File: src/hw/pfcf_regs.svh
// register offsets, field positions, reset values and timing counts of the pfc loop filters
`ifndef PFCF_REGS_SVH
`define PFCF_REGS_SVH
`define PFCF_ADDR_PWM_MIN      16'hfe15
`define PFCF_ADDR_FAST_CFG     16'hfe24
`define PFCF_ADDR_HI_THR       16'hfe35
`define PFCF_ADDR_LO_THR       16'hfe36
`define PFCF_RST_PWM_MIN       8'h00
`define PFCF_RST_FAST_CFG      8'h00
`define PFCF_RST_HI_THR        8'ha0
`define PFCF_RST_LO_THR        8'h90
`define PFCF_MINOFF_FLD        3:0
`define PFCF_MINON_FLD         7:4
`define PFCF_FAST_EN_BIT       0
`define PFCF_FAST_BAND_FLD     2:1
`define PFCF_FAST_DLY_FLD      5:3
`define PFCF_CLK_NS            100
`define PFCF_MINOFF_BASE_NS    40
`define PFCF_MIN_STEP_NS       80
`define PFCF_FAST_MAX_MS       630
`define PFCF_FAST_MAX_CYC      ((`PFCF_FAST_MAX_MS * 1000000) / `PFCF_CLK_NS)
`define PFCF_ZERO_SCALE_SHIFT  8
`define PFCF_BAND_DEN          16'd200
`define PFCF_BAND_BASE         16'd3
`define PFCF_LINE_WAIT_HALVES  8
`endif

File: src/hw/pfcf_pkg.sv
// types shared by the pfc loop filters
package pfcf_pkg;
   typedef struct packed {
      logic [7:0] zero;
      logic [7:0] gain;
   } pfcf_coef_t;
   typedef struct packed {
      pfcf_coef_t vNorm;
      pfcf_coef_t vFast;
      pfcf_coef_t iLow;
      pfcf_coef_t iHigh;
   } pfcf_coefset_t;
   typedef enum logic [1:0] {
      FL_NORMAL = 2'b00,
      FL_ENTER  = 2'b01,
      FL_FAST   = 2'b10,
      FL_EXIT   = 2'b11
   } pfcf_fast_state_t;
endpackage

File: src/hw/pfcf_loop_filters.sv
// pfc voltage and current loop filters with fast loop control and modulator
`timescale 1ns/1ps
`include "pfcf_regs.svh"
module pfcf_loop_filters #(
   parameter int unsigned PWM_PERIOD   = 100,
   parameter int unsigned K_SHIFT      = 8,
   parameter int unsigned FAST_MAX_CYC = `PFCF_FAST_MAX_CYC
) (
   input  wire logic                       clk_sys,
   input  wire logic                       rst_b,
   input  wire logic [15:0]                regAddr,
   input  wire logic                       regWrEn,
   input  wire logic [7:0]                 regWrData,
   output logic      [7:0]                 regRdData,
   input  wire logic [10:0]                refSetting,
   input  wire logic [10:0]                outputFeedbackSample,
   input  wire logic                       fbHalfValid,
   input  wire logic [9:0]                 fbFastSample,
   input  wire logic                       fbFastValid,
   input  wire logic [10:0]                rectifiedLineSample,
   input  wire logic [7:0]                 lineRms,
   input  wire logic                       lineRmsValid,
   input  wire logic [10:0]                currentSample,
   input  wire logic                       lineAboveThr,
   input  wire pfcf_pkg::pfcf_coefset_t    coefs,
   input  wire logic                       autoLineSel,
   input  wire logic                       manualHighLine,
   input  wire logic                       softStart,
   input  wire logic                       leadingEdge,
   input  wire logic [7:0]                 auxDelay,
   input  wire logic [7:0]                 auxWidth,
   output logic                            pwmMain,
   output logic                            auxSwitchOutput,
   output logic                            fastMode,
   output logic                            highLine,
   output logic      [11:0]                voltageErrorFilterOut
);
   logic [7:0]  pwmMinReg_r, fastCfgReg_r, hiThrReg_r, loThrReg_r, regRdData_r;
   logic        lineSync1_r, lineSync2_r, lineSync3_r, zcTick_r;
   logic [19:0] halfCnt_r, halfPeriod_r;
   logic [7:0]  lineRmsLat_r;
   logic        highLine_r, wantHigh;
   logic [3:0]  lineWait_r;
   logic [10:0] fbLat_r, errMag;
   logic [15:0] bandProd, bandLim;
   logic        outBand, fastAllowed, lockout_r, fastMode_r;
   pfcf_pkg::pfcf_fast_state_t state_r;
   logic [31:0] fastTimer_r;
   logic [2:0]  exitCnt_r;
   pfcf_pkg::pfcf_coef_t vCoefAct_r, iCoefAct_r;
   logic        vSample;
   logic [10:0] output_feedback_sample;
   logic signed [12:0] vErr, vErrPrev_r, iErr, iErrPrev_r;
   logic [11:0] voltageErrorFilterOut_r;
   logic [10:0] currentSetpoint_r;
   logic [30:0] irefNum, irefQuot;
   logic [15:0] rmsSq;
   logic [15:0] dutyCmd_r, dutyLim, dLat_r, pwmCnt_r, minOnCyc, minOffCyc;
   logic        pwmMain_r, auxOut_r;

   function automatic logic [15:0] pfcf_ns2cyc(input int unsigned ns);
      return 16'((ns + `PFCF_CLK_NS - 1) / `PFCF_CLK_NS);
   endfunction
   // y += k*b*(e - a/256*ePrev), k = 2^-K_SHIFT
   function automatic logic signed [39:0] pfcf_filt(input logic [15:0] acc, input logic signed [12:0] e,
                                                    input logic signed [12:0] ep, input pfcf_pkg::pfcf_coef_t c);
      logic signed [39:0] t;
      t = (40'(e) <<< `PFCF_ZERO_SCALE_SHIFT) - 40'(ep) * 40'($signed({1'b0, c.zero}));
      t = t * 40'($signed({1'b0, c.gain}));
      return 40'($signed({24'd0, acc})) + (t >>> (`PFCF_ZERO_SCALE_SHIFT + K_SHIFT));
   endfunction
   // clamping doubles as anti-windup for both integrators
   function automatic logic [15:0] pfcf_clamp(input logic signed [39:0] v, input logic [15:0] hi);
      return (v < 0) ? 16'h0000 : ((v > 40'($signed({24'd0, hi}))) ? hi : v[15:0]);
   endfunction
   always_ff @(posedge clk_sys) begin
      if (!rst_b) begin
         pwmMinReg_r  <= `PFCF_RST_PWM_MIN;
         fastCfgReg_r <= `PFCF_RST_FAST_CFG;
         hiThrReg_r   <= `PFCF_RST_HI_THR;
         loThrReg_r   <= `PFCF_RST_LO_THR;
      end else if (regWrEn) begin
         case (regAddr)
            `PFCF_ADDR_PWM_MIN:  pwmMinReg_r  <= regWrData;
            `PFCF_ADDR_FAST_CFG: fastCfgReg_r <= regWrData;
            `PFCF_ADDR_HI_THR:   hiThrReg_r   <= regWrData;
            `PFCF_ADDR_LO_THR:   loThrReg_r   <= regWrData;
            default: ;
         endcase
      end
   end
   always_ff @(posedge clk_sys) begin
      if (!rst_b)
         regRdData_r <= 8'h00;
      else begin
         case (regAddr)
            `PFCF_ADDR_PWM_MIN:  regRdData_r <= pwmMinReg_r;
            `PFCF_ADDR_FAST_CFG: regRdData_r <= fastCfgReg_r;
            `PFCF_ADDR_HI_THR:   regRdData_r <= hiThrReg_r;
            `PFCF_ADDR_LO_THR:   regRdData_r <= loThrReg_r;
            default:             regRdData_r <= 8'h00;
         endcase
      end
   end
   // zero crossing projected half a period after each falling crossing
   always_ff @(posedge clk_sys) begin
      if (!rst_b) begin
         lineSync1_r  <= 1'b0;
         lineSync2_r  <= 1'b0;
         lineSync3_r  <= 1'b0;
         halfCnt_r    <= 20'h00000;
         halfPeriod_r <= 20'h00000;
         zcTick_r     <= 1'b0;
      end else begin
         lineSync1_r <= lineAboveThr;
         lineSync2_r <= lineSync1_r;
         lineSync3_r <= lineSync2_r;
         zcTick_r    <= 1'b0;
         if (lineSync3_r && !lineSync2_r) begin
            halfPeriod_r <= halfCnt_r;
            halfCnt_r    <= 20'h00000;
         end else begin
            if (!(&halfCnt_r))
               halfCnt_r <= halfCnt_r + 20'h00001;
            if (halfPeriod_r != 20'h00000 && halfCnt_r == {1'b0, halfPeriod_r[19:1]})
               zcTick_r <= 1'b1;
         end
      end
   end
   // line filter selection, hysteresis between the two thresholds
   always_comb begin
      if (!autoLineSel)
         wantHigh = manualHighLine;
      else if (lineRmsLat_r > hiThrReg_r)
         wantHigh = 1'b1;
      else if (lineRmsLat_r < loThrReg_r)
         wantHigh = 1'b0;
      else
         wantHigh = highLine_r;
   end

   always_ff @(posedge clk_sys) begin
      if (!rst_b) begin
         lineRmsLat_r <= 8'h00;
         highLine_r   <= 1'b0;
         lineWait_r   <= 4'h0;
      end else begin
         if (lineRmsValid)
            lineRmsLat_r <= lineRms;
         if (wantHigh == highLine_r)
            lineWait_r <= 4'h0;
         else if (zcTick_r) begin
            // wait guards against one missing or distorted line cycle
            if (!autoLineSel || lineWait_r == 4'(`PFCF_LINE_WAIT_HALVES - 1)) begin
               highLine_r <= wantHigh;
               lineWait_r <= 4'h0;
            end else
               lineWait_r <= lineWait_r + 4'h1;
         end
      end
   end
   assign bandProd    = 16'(refSetting) * (`PFCF_BAND_BASE << fastCfgReg_r[`PFCF_FAST_BAND_FLD]);
   assign bandLim     = bandProd / `PFCF_BAND_DEN;
   assign errMag      = (refSetting >= fbLat_r) ? refSetting - fbLat_r : fbLat_r - refSetting;
   assign outBand     = {5'd0, errMag} > bandLim;
   assign fastAllowed = fastCfgReg_r[`PFCF_FAST_EN_BIT] || softStart;

   always_ff @(posedge clk_sys) begin
      if (!rst_b) begin
         state_r     <= pfcf_pkg::FL_NORMAL;
         fastTimer_r <= 32'd0;
         exitCnt_r   <= 3'd0;
         lockout_r   <= 1'b0;
         fastMode_r  <= 1'b0;
      end else begin
         fastMode_r <= (state_r == pfcf_pkg::FL_FAST) || (state_r == pfcf_pkg::FL_EXIT);
         if (!outBand)
            lockout_r <= 1'b0;
         unique case (state_r)
            pfcf_pkg::FL_NORMAL: begin
               fastTimer_r <= 32'd0;
               if (outBand && fastAllowed && !lockout_r)
                  state_r <= pfcf_pkg::FL_ENTER;
            end
            pfcf_pkg::FL_ENTER: begin
               if (!outBand || !fastAllowed)
                  state_r <= pfcf_pkg::FL_NORMAL;
               else if (zcTick_r)
                  state_r <= pfcf_pkg::FL_FAST;
            end
            pfcf_pkg::FL_FAST, pfcf_pkg::FL_EXIT: begin
               fastTimer_r <= fastTimer_r + 32'd1;
               if (fastTimer_r == 32'(FAST_MAX_CYC - 1)) begin
                  state_r   <= pfcf_pkg::FL_NORMAL;
                  lockout_r <= 1'b1;
               end else if (state_r == pfcf_pkg::FL_FAST) begin
                  if (!outBand) begin
                     state_r   <= pfcf_pkg::FL_EXIT;
                     exitCnt_r <= 3'd0;
                  end
               end else if (outBand)
                  state_r <= pfcf_pkg::FL_FAST;
               else if (zcTick_r) begin
                  if (exitCnt_r == fastCfgReg_r[`PFCF_FAST_DLY_FLD])
                     state_r <= pfcf_pkg::FL_NORMAL;
                  else
                     exitCnt_r <= exitCnt_r + 3'd1;
               end
            end
         endcase
      end
   end
   // coefficients are only taken at reset, a zero crossing or a mode change
   always_ff @(posedge clk_sys) begin
      if (!rst_b) begin
         vCoefAct_r <= coefs.vNorm;
         iCoefAct_r <= coefs.iLow;
      end else if (zcTick_r || (fastMode_r != ((state_r == pfcf_pkg::FL_FAST) || (state_r == pfcf_pkg::FL_EXIT)))) begin
         vCoefAct_r <= ((state_r == pfcf_pkg::FL_FAST) || (state_r == pfcf_pkg::FL_EXIT)) ? coefs.vFast : coefs.vNorm;
         iCoefAct_r <= highLine_r ? coefs.iHigh : coefs.iLow;
      end
   end

   assign vSample = fastMode_r ? fbFastValid : fbHalfValid;
   assign output_feedback_sample     = fastMode_r ? {fbFastSample, 1'b0} : outputFeedbackSample;
   assign vErr    = $signed({2'b00, refSetting}) - $signed({2'b00, output_feedback_sample});

   always_ff @(posedge clk_sys) begin
      if (!rst_b) begin
         fbLat_r                 <= 11'h000;
         vErrPrev_r              <= 13'sh0000;
         voltageErrorFilterOut_r <= 12'h000;
      end else begin
         if (fbHalfValid)
            fbLat_r <= outputFeedbackSample;
         else if (fbFastValid)
            fbLat_r <= {fbFastSample, 1'b0};
         if (vSample) begin
            vErrPrev_r              <= vErr;
            voltageErrorFilterOut_r <= 12'(pfcf_clamp(pfcf_filt({4'h0, voltageErrorFilterOut_r}, vErr,
                                          vErrPrev_r, vCoefAct_r), 16'h0fff));
         end
      end
   end
   // 8 fractional bits keep the quotient usable at high line
   assign irefNum  = {8'(0), 23'(voltageErrorFilterOut_r * rectifiedLineSample)} << 8;
   assign rmsSq    = 16'(lineRmsLat_r * lineRmsLat_r);
   assign irefQuot = (rmsSq == 16'h0000) ? 31'd0 : irefNum / 31'(rmsSq);

   always_ff @(posedge clk_sys) begin
      if (!rst_b)
         currentSetpoint_r <= 11'h000;
      else
         currentSetpoint_r <= (irefQuot > 31'h7ff) ? 11'h7ff : irefQuot[10:0];
   end
   assign iErr = $signed({2'b00, currentSetpoint_r}) - $signed({2'b00, currentSample});

   always_ff @(posedge clk_sys) begin
      if (!rst_b) begin
         iErrPrev_r <= 13'sh0000;
         dutyCmd_r  <= 16'h0000;
      end else if (pwmCnt_r == 16'h0000) begin
         iErrPrev_r <= iErr;
         dutyCmd_r  <= pfcf_clamp(pfcf_filt(dutyCmd_r, iErr, iErrPrev_r, iCoefAct_r), 16'(PWM_PERIOD));
      end
   end
   // 80 ns steps round up to whole 100 ns cycles
   assign minOnCyc  = pfcf_ns2cyc(`PFCF_MIN_STEP_NS * pwmMinReg_r[`PFCF_MINON_FLD]);
   assign minOffCyc = pfcf_ns2cyc(`PFCF_MINOFF_BASE_NS + `PFCF_MIN_STEP_NS * pwmMinReg_r[`PFCF_MINOFF_FLD]);

   always_comb begin
      dutyLim = dutyCmd_r;
      if (dutyLim > 16'(PWM_PERIOD) - minOffCyc)
         dutyLim = 16'(PWM_PERIOD) - minOffCyc;
      if (dutyLim < minOnCyc)
         dutyLim = 16'h0000;
   end

   always_ff @(posedge clk_sys) begin
      if (!rst_b) begin
         pwmCnt_r  <= 16'h0000;
         dLat_r    <= 16'h0000;
         pwmMain_r <= 1'b0;
         auxOut_r  <= 1'b0;
      end else begin
         pwmCnt_r <= (pwmCnt_r == 16'(PWM_PERIOD - 1)) ? 16'h0000 : pwmCnt_r + 16'h0001;
         if (pwmCnt_r == 16'h0000)
            dLat_r <= dutyLim;
         if (leadingEdge)
            pwmMain_r <= pwmCnt_r >= 16'(PWM_PERIOD) - ((pwmCnt_r == 16'h0000) ? dutyLim : dLat_r);
         else
            pwmMain_r <= pwmCnt_r < ((pwmCnt_r == 16'h0000) ? dutyLim : dLat_r);
         auxOut_r <= (pwmCnt_r >= 16'(auxDelay)) && (pwmCnt_r < 16'(auxDelay) + 16'(auxWidth));
      end
   end
   assign regRdData             = regRdData_r;
   assign pwmMain               = pwmMain_r;
   assign auxSwitchOutput       = auxOut_r;
   assign fastMode              = fastMode_r;
   assign highLine              = highLine_r;
   assign voltageErrorFilterOut = voltageErrorFilterOut_r;
   logic [15:0] onRun_r;
   always_ff @(posedge clk_sys) begin
      if (!rst_b)
         onRun_r <= 16'h0000;
      else
         onRun_r <= pwmMain_r ? onRun_r + 16'h0001 : 16'h0000;
   end

   chk_fast_entry_zc: assert property (@(posedge clk_sys) disable iff (!rst_b)
      $rose(fastMode_r) && $past(state_r, 2) == pfcf_pkg::FL_ENTER |-> $past(zcTick_r, 2))
      else $error("fast loop entered away from a zero crossing");
   chk_fast_timeout: assert property (@(posedge clk_sys) disable iff (!rst_b)
      (state_r == pfcf_pkg::FL_FAST && fastTimer_r == 32'(FAST_MAX_CYC - 1)) |=> state_r == pfcf_pkg::FL_NORMAL)
      else $error("fast loop outlived its time limit");
   chk_line_switch_zc: assert property (@(posedge clk_sys) disable iff (!rst_b)
      $changed(highLine_r) |-> $past(zcTick_r))
      else $error("line filter changed away from a zero crossing");
   chk_min_on_pulse: assert property (@(posedge clk_sys) disable iff (!rst_b)
      $fell(pwmMain_r) && $stable(pwmMinReg_r) |-> onRun_r >= minOnCyc)
      else $error("pulse narrower than minimum on time");
   chk_off_room: assert property (@(posedge clk_sys) disable iff (!rst_b)
      pwmCnt_r == 16'h0001 && $stable(pwmMinReg_r) |-> 17'(dLat_r) + 17'(minOffCyc) <= 17'(PWM_PERIOD))
      else $error("duty leaves less than minimum off time");
   chk_reset_state: assert property (@(posedge clk_sys)
      !rst_b |=> state_r == pfcf_pkg::FL_NORMAL && !fastMode_r && voltageErrorFilterOut_r == 12'h000)
      else $error("loop not in normal cleared state after reset");
   chk_lead_fall: assert property (@(posedge clk_sys) disable iff (!rst_b)
      $fell(pwmMain_r) && leadingEdge && $past(leadingEdge) |-> $past(pwmCnt_r) == 16'h0000)
      else $error("leading edge pulse ended mid period");
   chk_current_setpoint_no_rms: assert property (@(posedge clk_sys) disable iff (!rst_b)
      lineRmsLat_r == 8'h00 |=> currentSetpoint_r == 11'h000)
      else $error("current setpoint nonzero with zero rms");
   chk_normal_rate: assert property (@(posedge clk_sys) disable iff (!rst_b)
      $changed(voltageErrorFilterOut_r) && !$past(fastMode_r) |-> $past(fbHalfValid))
      else $error("normal loop updated without half cycle sample");
   chk_fast_rate: assert property (@(posedge clk_sys) disable iff (!rst_b)
      $changed(voltageErrorFilterOut_r) && $past(fastMode_r) |-> $past(fbFastValid))
      else $error("fast loop updated without fast sample");
endmodule

File: config.mk
export PLATFORM = sky130hd
export DESIGN_NAME = pfcf_loop_filters
export DESIGN_NICKNAME = d
export VERILOG_FILES = /design/src/hw/pfcf_pkg.sv /design/src/hw/pfcf_loop_filters.sv
export VERILOG_INCLUDE_DIRS = /design/src /design/src/hw
export SDC_FILE = /design/constraint.sdc
export NUM_CORES = 2
export LEC_CHECK = 0
export ABC_AREA = 0
export BUFFER_PORTS_ARGS = -buffer_cell sky130_fd_sc_hd__buf_2
export CAP_MARGIN = 30
export CORE_MARGIN = 2
export CORE_UTILIZATION = 60
export DETAILED_ROUTE_END_ITERATION = 12
export PLACE_DENSITY_LB_ADDON = 0.3
export SLEW_MARGIN = 15
export SYNTH_ARGS = -nofsm -noshare
export SYNTH_HDL_FRONTEND = slang
export SYNTH_SLANG_ARGS = --single-unit
File: constraint.sdc
create_clock -name clk_sys -period 92.6 [get_ports clk_sys]
set_clock_uncertainty 0.05 [all_clocks]
set_input_delay 4.63 -clock clk_sys [delete_from_list [all_inputs] [get_ports clk_sys]]
set_output_delay 4.63 -clock clk_sys [all_outputs]
set_load 0.05 [all_outputs]
Yosys cells after proc, flatten, opt, wreduce, memory -nomap -nowiden --
Cells that the tools add are included.
Word-level totals: flip-flop bits (word level) 276, input port bits 177, word-level logic and storage cells 188
Operators by class: add/subtract/negate cells 21, multipliers 9, div/mod/pow operators 4, order comparisons 15, eq/ne operators 21, shift operators 1, multiplexer cells 46, bitwise gates (word level) 4, reductions and logical operators 34
Operator list (count):
- 16-bit 2-to-1 mux | 11
- 32-bit by 7-bit divider with 32-bit output (second input constant) | 2
- 16-bit == test (second input constant) | 4
- 32-bit one-hot mux with 2 select lines | 1
- 22-bit by 9-bit multiplier with 31-bit output | 2
- 11-bit 2-to-1 mux | 5
- 20-bit by 21-bit subtractor with 22-bit output | 2
- 12-bit by 9-bit multiplier with 21-bit output | 2
- 32-bit by 1-bit adder with 32-bit output (second input constant) | 1
- 32-bit by 23-bit == test with 1-bit output (second input constant) | 1
- 16-bit logical NOT | 2
- 16-bit < comparator | 2
- 8-bit one-hot mux with 4 select lines | 1
- 7-bit by 16-bit subtractor with 16-bit output (first input constant) | 2
- 31-bit by 16-bit divider with 31-bit output | 1
- 31-bit by 11-bit greater-than comparator with 1-bit output (second input constant) | 1
- 31-bit 2-to-1 mux | 1
- 12-bit 2-to-1 mux | 2
- 11-bit by 11-bit subtractor with 12-bit output | 2
- 12-bit by 11-bit multiplier with 23-bit output | 1
- 11-bit subtractor | 2
- 20-bit by 1-bit adder with 20-bit output (second input constant) | 1
- 20-bit by 19-bit == test with 1-bit output | 1
- 20-bit AND reduction | 1
- 56 further kinds | 104

Logic depth before layout (Yosys ltp) --
word-level depth 14, mapped depth 428, mapped depth without buffers 392

Worst setup path before layout --
OpenSTA, ideal clock, no wires.
path type input to register, from input port rectifiedLineSample[4], to register currentSetpoint_r[0], setup time 0.128 ns, arrival time 77.433 ns, required time 92.422 ns, path slack 14.988 ns, cell stages on the path 383, buffers on the path 40, cells stage by stage clkbuf_1 -> nand2_1 -> fa_1 -> inv_1 -> fa_1 -> fa_1 -> fa_1 -> inv_1 -> fa_1 -> inv_1 -> ha_1 -> and4_1 -> nand3_1 -> a2111oi_1 -> o41a_1 -> nor2_1 -> xnor2_1 -> ha_1 -> [347 not listed] -> clkbuf_1 -> a21o_1 -> or3_1 -> o31a_2 -> a211oi_2 -> nand4b_2 -> buf_2 -> nor2_1 -> a21oi_1 -> ha_1 -> a21o_1 -> a21o_1 -> a21oi_1 -> o21ai_0 -> o21a_1 -> o21ai_0 -> nor4b_1 -> a21oi_1
On the way: cells in the longest elaborated chain, start to end 5
RTL lines:
- from (decl) | RTL line pfcf_loop_filters.sv:20 | input wire logic [10:0] rectifiedLineSample,
- 12-bit by 11-bit multiplier with 23-bit output * | RTL line pfcf_loop_filters.sv:246 | assign irefNum = {8'(0), 23'(voltageErrorFilterOut_r * rectifiedLineSample)} << 8;
- 31-bit by 16-bit divider with 31-bit output * | RTL line pfcf_loop_filters.sv:248 | assign irefQuot = (rmsSq == 16'h0000) ? 31'd0 : irefNum / 31'(rmsSq);
- 31-bit 2-to-1 mux * | RTL line pfcf_loop_filters.sv:248
- 31-bit by 11-bit greater-than comparator with 1-bit output | RTL line pfcf_loop_filters.sv:254 | currentSetpoint_r <= (irefQuot > 31'h7ff) ? 11'h7ff : irefQuot[10:0];
- 11-bit 2-to-1 mux * | RTL line pfcf_loop_filters.sv:254
- to (signal assigned) | RTL line pfcf_loop_filters.sv:254
- to (decl) | RTL line pfcf_loop_filters.sv:55 | logic [10:0] currentSetpoint_r;
Mark *: on every way between the ends. The rest lies on a longest branch, timed or not. A chain may end at the register's enable or synchronous reset.

Worst setup path in the final report --
from input port rectifiedLineSample[10], to register currentSetpoint_r[0]
Same word-level chain as after synthesis.

==> run metrics <==
outcome finished, final reports clean; DR pass1 iterations 7; clock buffer depth 3; Setup Viol. Count Final 0; synthesized area 71,700 um2; number of cell rows 126; CP arrival 87,020 ps; grt ovf 0; worst slew pin tran 1100 ps; Mean Syn Cell Area 7.76 um2; Final GP Congestion 1.00; clock root buffer clkbuf_16; FMAX 11.5 MHz; vias per cell 6.13; I/O Pins 201; HPWL after DPL 161 mm; total track usage 0.327; CTS tree yes; ys async rst share 0; Slew Viols, Final 0; IO buf count 200; post-synthesis cell type count 139; die span in x 350 um; crit-path max FO 27; FF-to-FF path depth 356; number of global-route vias before repair 65,300; 1st-iter DRT viols 4,998; # DRC 0; ranking of synthesized cells by area fa_1 17%, ha_1 16%, dfxtp_1 6.8%, inv_1 5.7%, nand2_1 5.2%; clk_lat worst skew 580 ps; P&R area growth vs syn 5.00%; setup_tns 0 ps; wire per inst 18.6 um; Worst-path clk slew 60 ps; ANT nets after route 0; Crit. End Element flop; CP max-delay cell or3_1; Worst path max stage delay 740 ps; CTS H-tree depth 2; die area 122,000 um2; register area share after synthesis 0.0816; Crit path top cell by count a21oi_1; Synth warnings 0; top cell type by total area after synthesis fa_1; initial antenna violation count 10; RSZ-0062 raised after global routing no; top-count cell post-synth inv_1; Critical Path Source Type primary input; worst hold stages 1; Yosys reg bits 276; Detailed Route WL 202 mm; core box area 118,000 um2; via count of the routed design 66,300; ys flop type dfxtp_1; Inserted Clock Buffers 35; Req. time, crit path 92,970 ps; period utilization 0.936; Mapped Cells 9,229; Initial Utilization 0.606; Synth top area share 0.171; Hold Fails Final Rpt 0; global-route wire length before repair 330 mm; Max-Cap Viols 0; Rel. slew slack 0.265; fin nets 10,900; Die H 350 um; Post-Syn Nets 10,900; Final min period 86,650 ps; Hold-fix buffers, CTS 0; Sink Count 276; number of flops mapped to enable cells by yosys 32; layout cells sized above 1 0.0651; Post-synth top cells 1,097 x inv_1, 995 x nand2_1, 902 x ha_1; HP Class reg2reg; Setup Crit Path Kind in2reg; largest net degree at the start of global routing 82; total of fill cells in the finished design 10,300
## placed cells by master, fill, tap and decap left out, types with 18 or more instances in the layout
| master | Yosys | routed |
|---|---|---|
| a21oi_1 | 628 | 628 |
| nand4_1 | 84 | 84 |
| clkbuf_16 | 0 | 35 |
| nor3_1 | 162 | 160 |
| a21boi_0 | 81 | 81 |
| o211a_1 | 30 | 30 |
| xor2_1 | 199 | 198 |
| buf_4 | 6 | 50 |
| ha_1 | 902 | 902 |
| mux2_2 | 115 | 115 |
| o21ai_0 | 418 | 416 |
| a31oi_1 | 48 | 48 |
| o31ai_1 | 51 | 51 |
| a31o_2 | 18 | 18 |
| o21a_1 | 119 | 119 |
| o21ai_1 | 18 | 20 |
| nand3_1 | 181 | 177 |
| o21bai_1 | 105 | 105 |
| nand2b_1 | 114 | 113 |
| buf_2 | 17 | 202 |
| and4_1 | 28 | 28 |
| or3_1 | 59 | 59 |
| nand2_1 | 995 | 991 |
| a21o_1 | 228 | 228 |
| fa_1 | 613 | 612 |
| a211oi_1 | 52 | 52 |
| and2_1 | 476 | 476 |
| edfxtp_1 | 32 | 32 |
| nor2b_1 | 161 | 161 |
| mux2i_1 | 103 | 103 |
| inv_1 | 1097 | 1096 |
| nor4_1 | 48 | 46 |
| xnor2_1 | 342 | 340 |
| nor2_1 | 587 | 585 |
| dfxtp_1 | 244 | 243 |
| or2_2 | 42 | 42 |
| o211ai_1 | 42 | 42 |
| and3_1 | 119 | 119 |
| a211o_1 | 28 | 28 |
## worst max-delay path, delay by kind of cell
kind / cells / cell delay (ps)
buffers and inverters: 18 / 2900
XOR/XNOR: 3 / 630
adder cells (fa/ha/maj): 35 / 13070
multiplexers: 9 / 3450
AND/OR/NAND/NOR: 131 / 26670
AO/OA/AOI/OAI: 163 / 35510
## cells by family (layout without fill, tap and decap cells)
logic type / count (synthesis) / count (layout) / share of synthesized area
AND/OR/NAND/NOR: 3172 / 3172 / 0.221
AO/OA/AOI/OAI: 2113 / 2113 / 0.194
adder cells (fa/ha/maj): 1520 / 1520 / 0.329
buffers and inverters: 1375 / 1421 / 0.0729
XOR/XNOR: 545 / 545 / 0.0670
flip-flops: 276 / 276 / 0.0816
multiplexers: 226 / 226 / 0.0339
other: 2 / 7 / 0.000105
## what timing repair did
action	4_1_cts	5_1_grt
gates resized for setup	0	15
setup buffers	0	1
setup endpoints to repair	0	2
## flip-flops by register name (all words and copies together), names as in the netlist, 16 cells and up
name and flops:
dLat_r 16, vCoefAct_r 16, dutyCmd_r 16, halfCnt_r 20, halfPeriod_r 20, fastTimer_r 32, pwmCnt_r 16, iCoefAct_r 16
## through the flow
step	area, um2	hold slack [ps]	instances	worst slack, ps	utilization
detailed placement	73900	385	10700	3240	0.625
floorplan	71700	362	9229	14990	-
finish	75200	399	10800	5950	0.636
global placement	73900	369	10700	5680	0.625
CTS	75100	400	10800	3540	0.635
global route	75200	409	10800	30.8	0.636
## layer usage
layer | part of all wire | global-route usage | vias to the layer above
li1 | - | - | 31600
met1 | 0.43 | 0.432 | 31700
met2 | 0.46 | 0.542 | 2404
met3 | 0.073 | 0.0427 | 499
met4 | 0.044 | 0.129 | 8
met5 | 0.00026 | 0 | -
## worst paths after layout
check,start,end,slack (ps)
setup / recovery,rectifiedLineSample[10],currentSetpoint_r[0]$_SDFF_PN0_,5950
hold / removal,lineSync1_r$_SDFF_PN0_,lineSync2_r$_SDFF_PN0_,400
setup reg to reg,lineRmsLat_r[5]$_SDFFE_PN0P_,currentSetpoint_r[0]$_SDFF_PN0_,9420
hold reg to reg,lineSync1_r$_SDFF_PN0_,lineSync2_r$_SDFF_PN0_,400
## cell type report
type	instances	area [um2]	share of cell area
diodes	5	12.5	0.000166
multi-input cells	7578	60700	0.807
well taps	1536	1920	0.0255
clock inverters	18	189	0.00251
repair buffers	256	1440	0.0191
flip-flops and latches	276	5850	0.0777
inverters	1102	4140	0.0550
clock buffers	45	973	0.0129
Power is left out: the tool's default activity adds up to more than one toggle a clock period on the data nets, which glitch-free logic cannot reach.
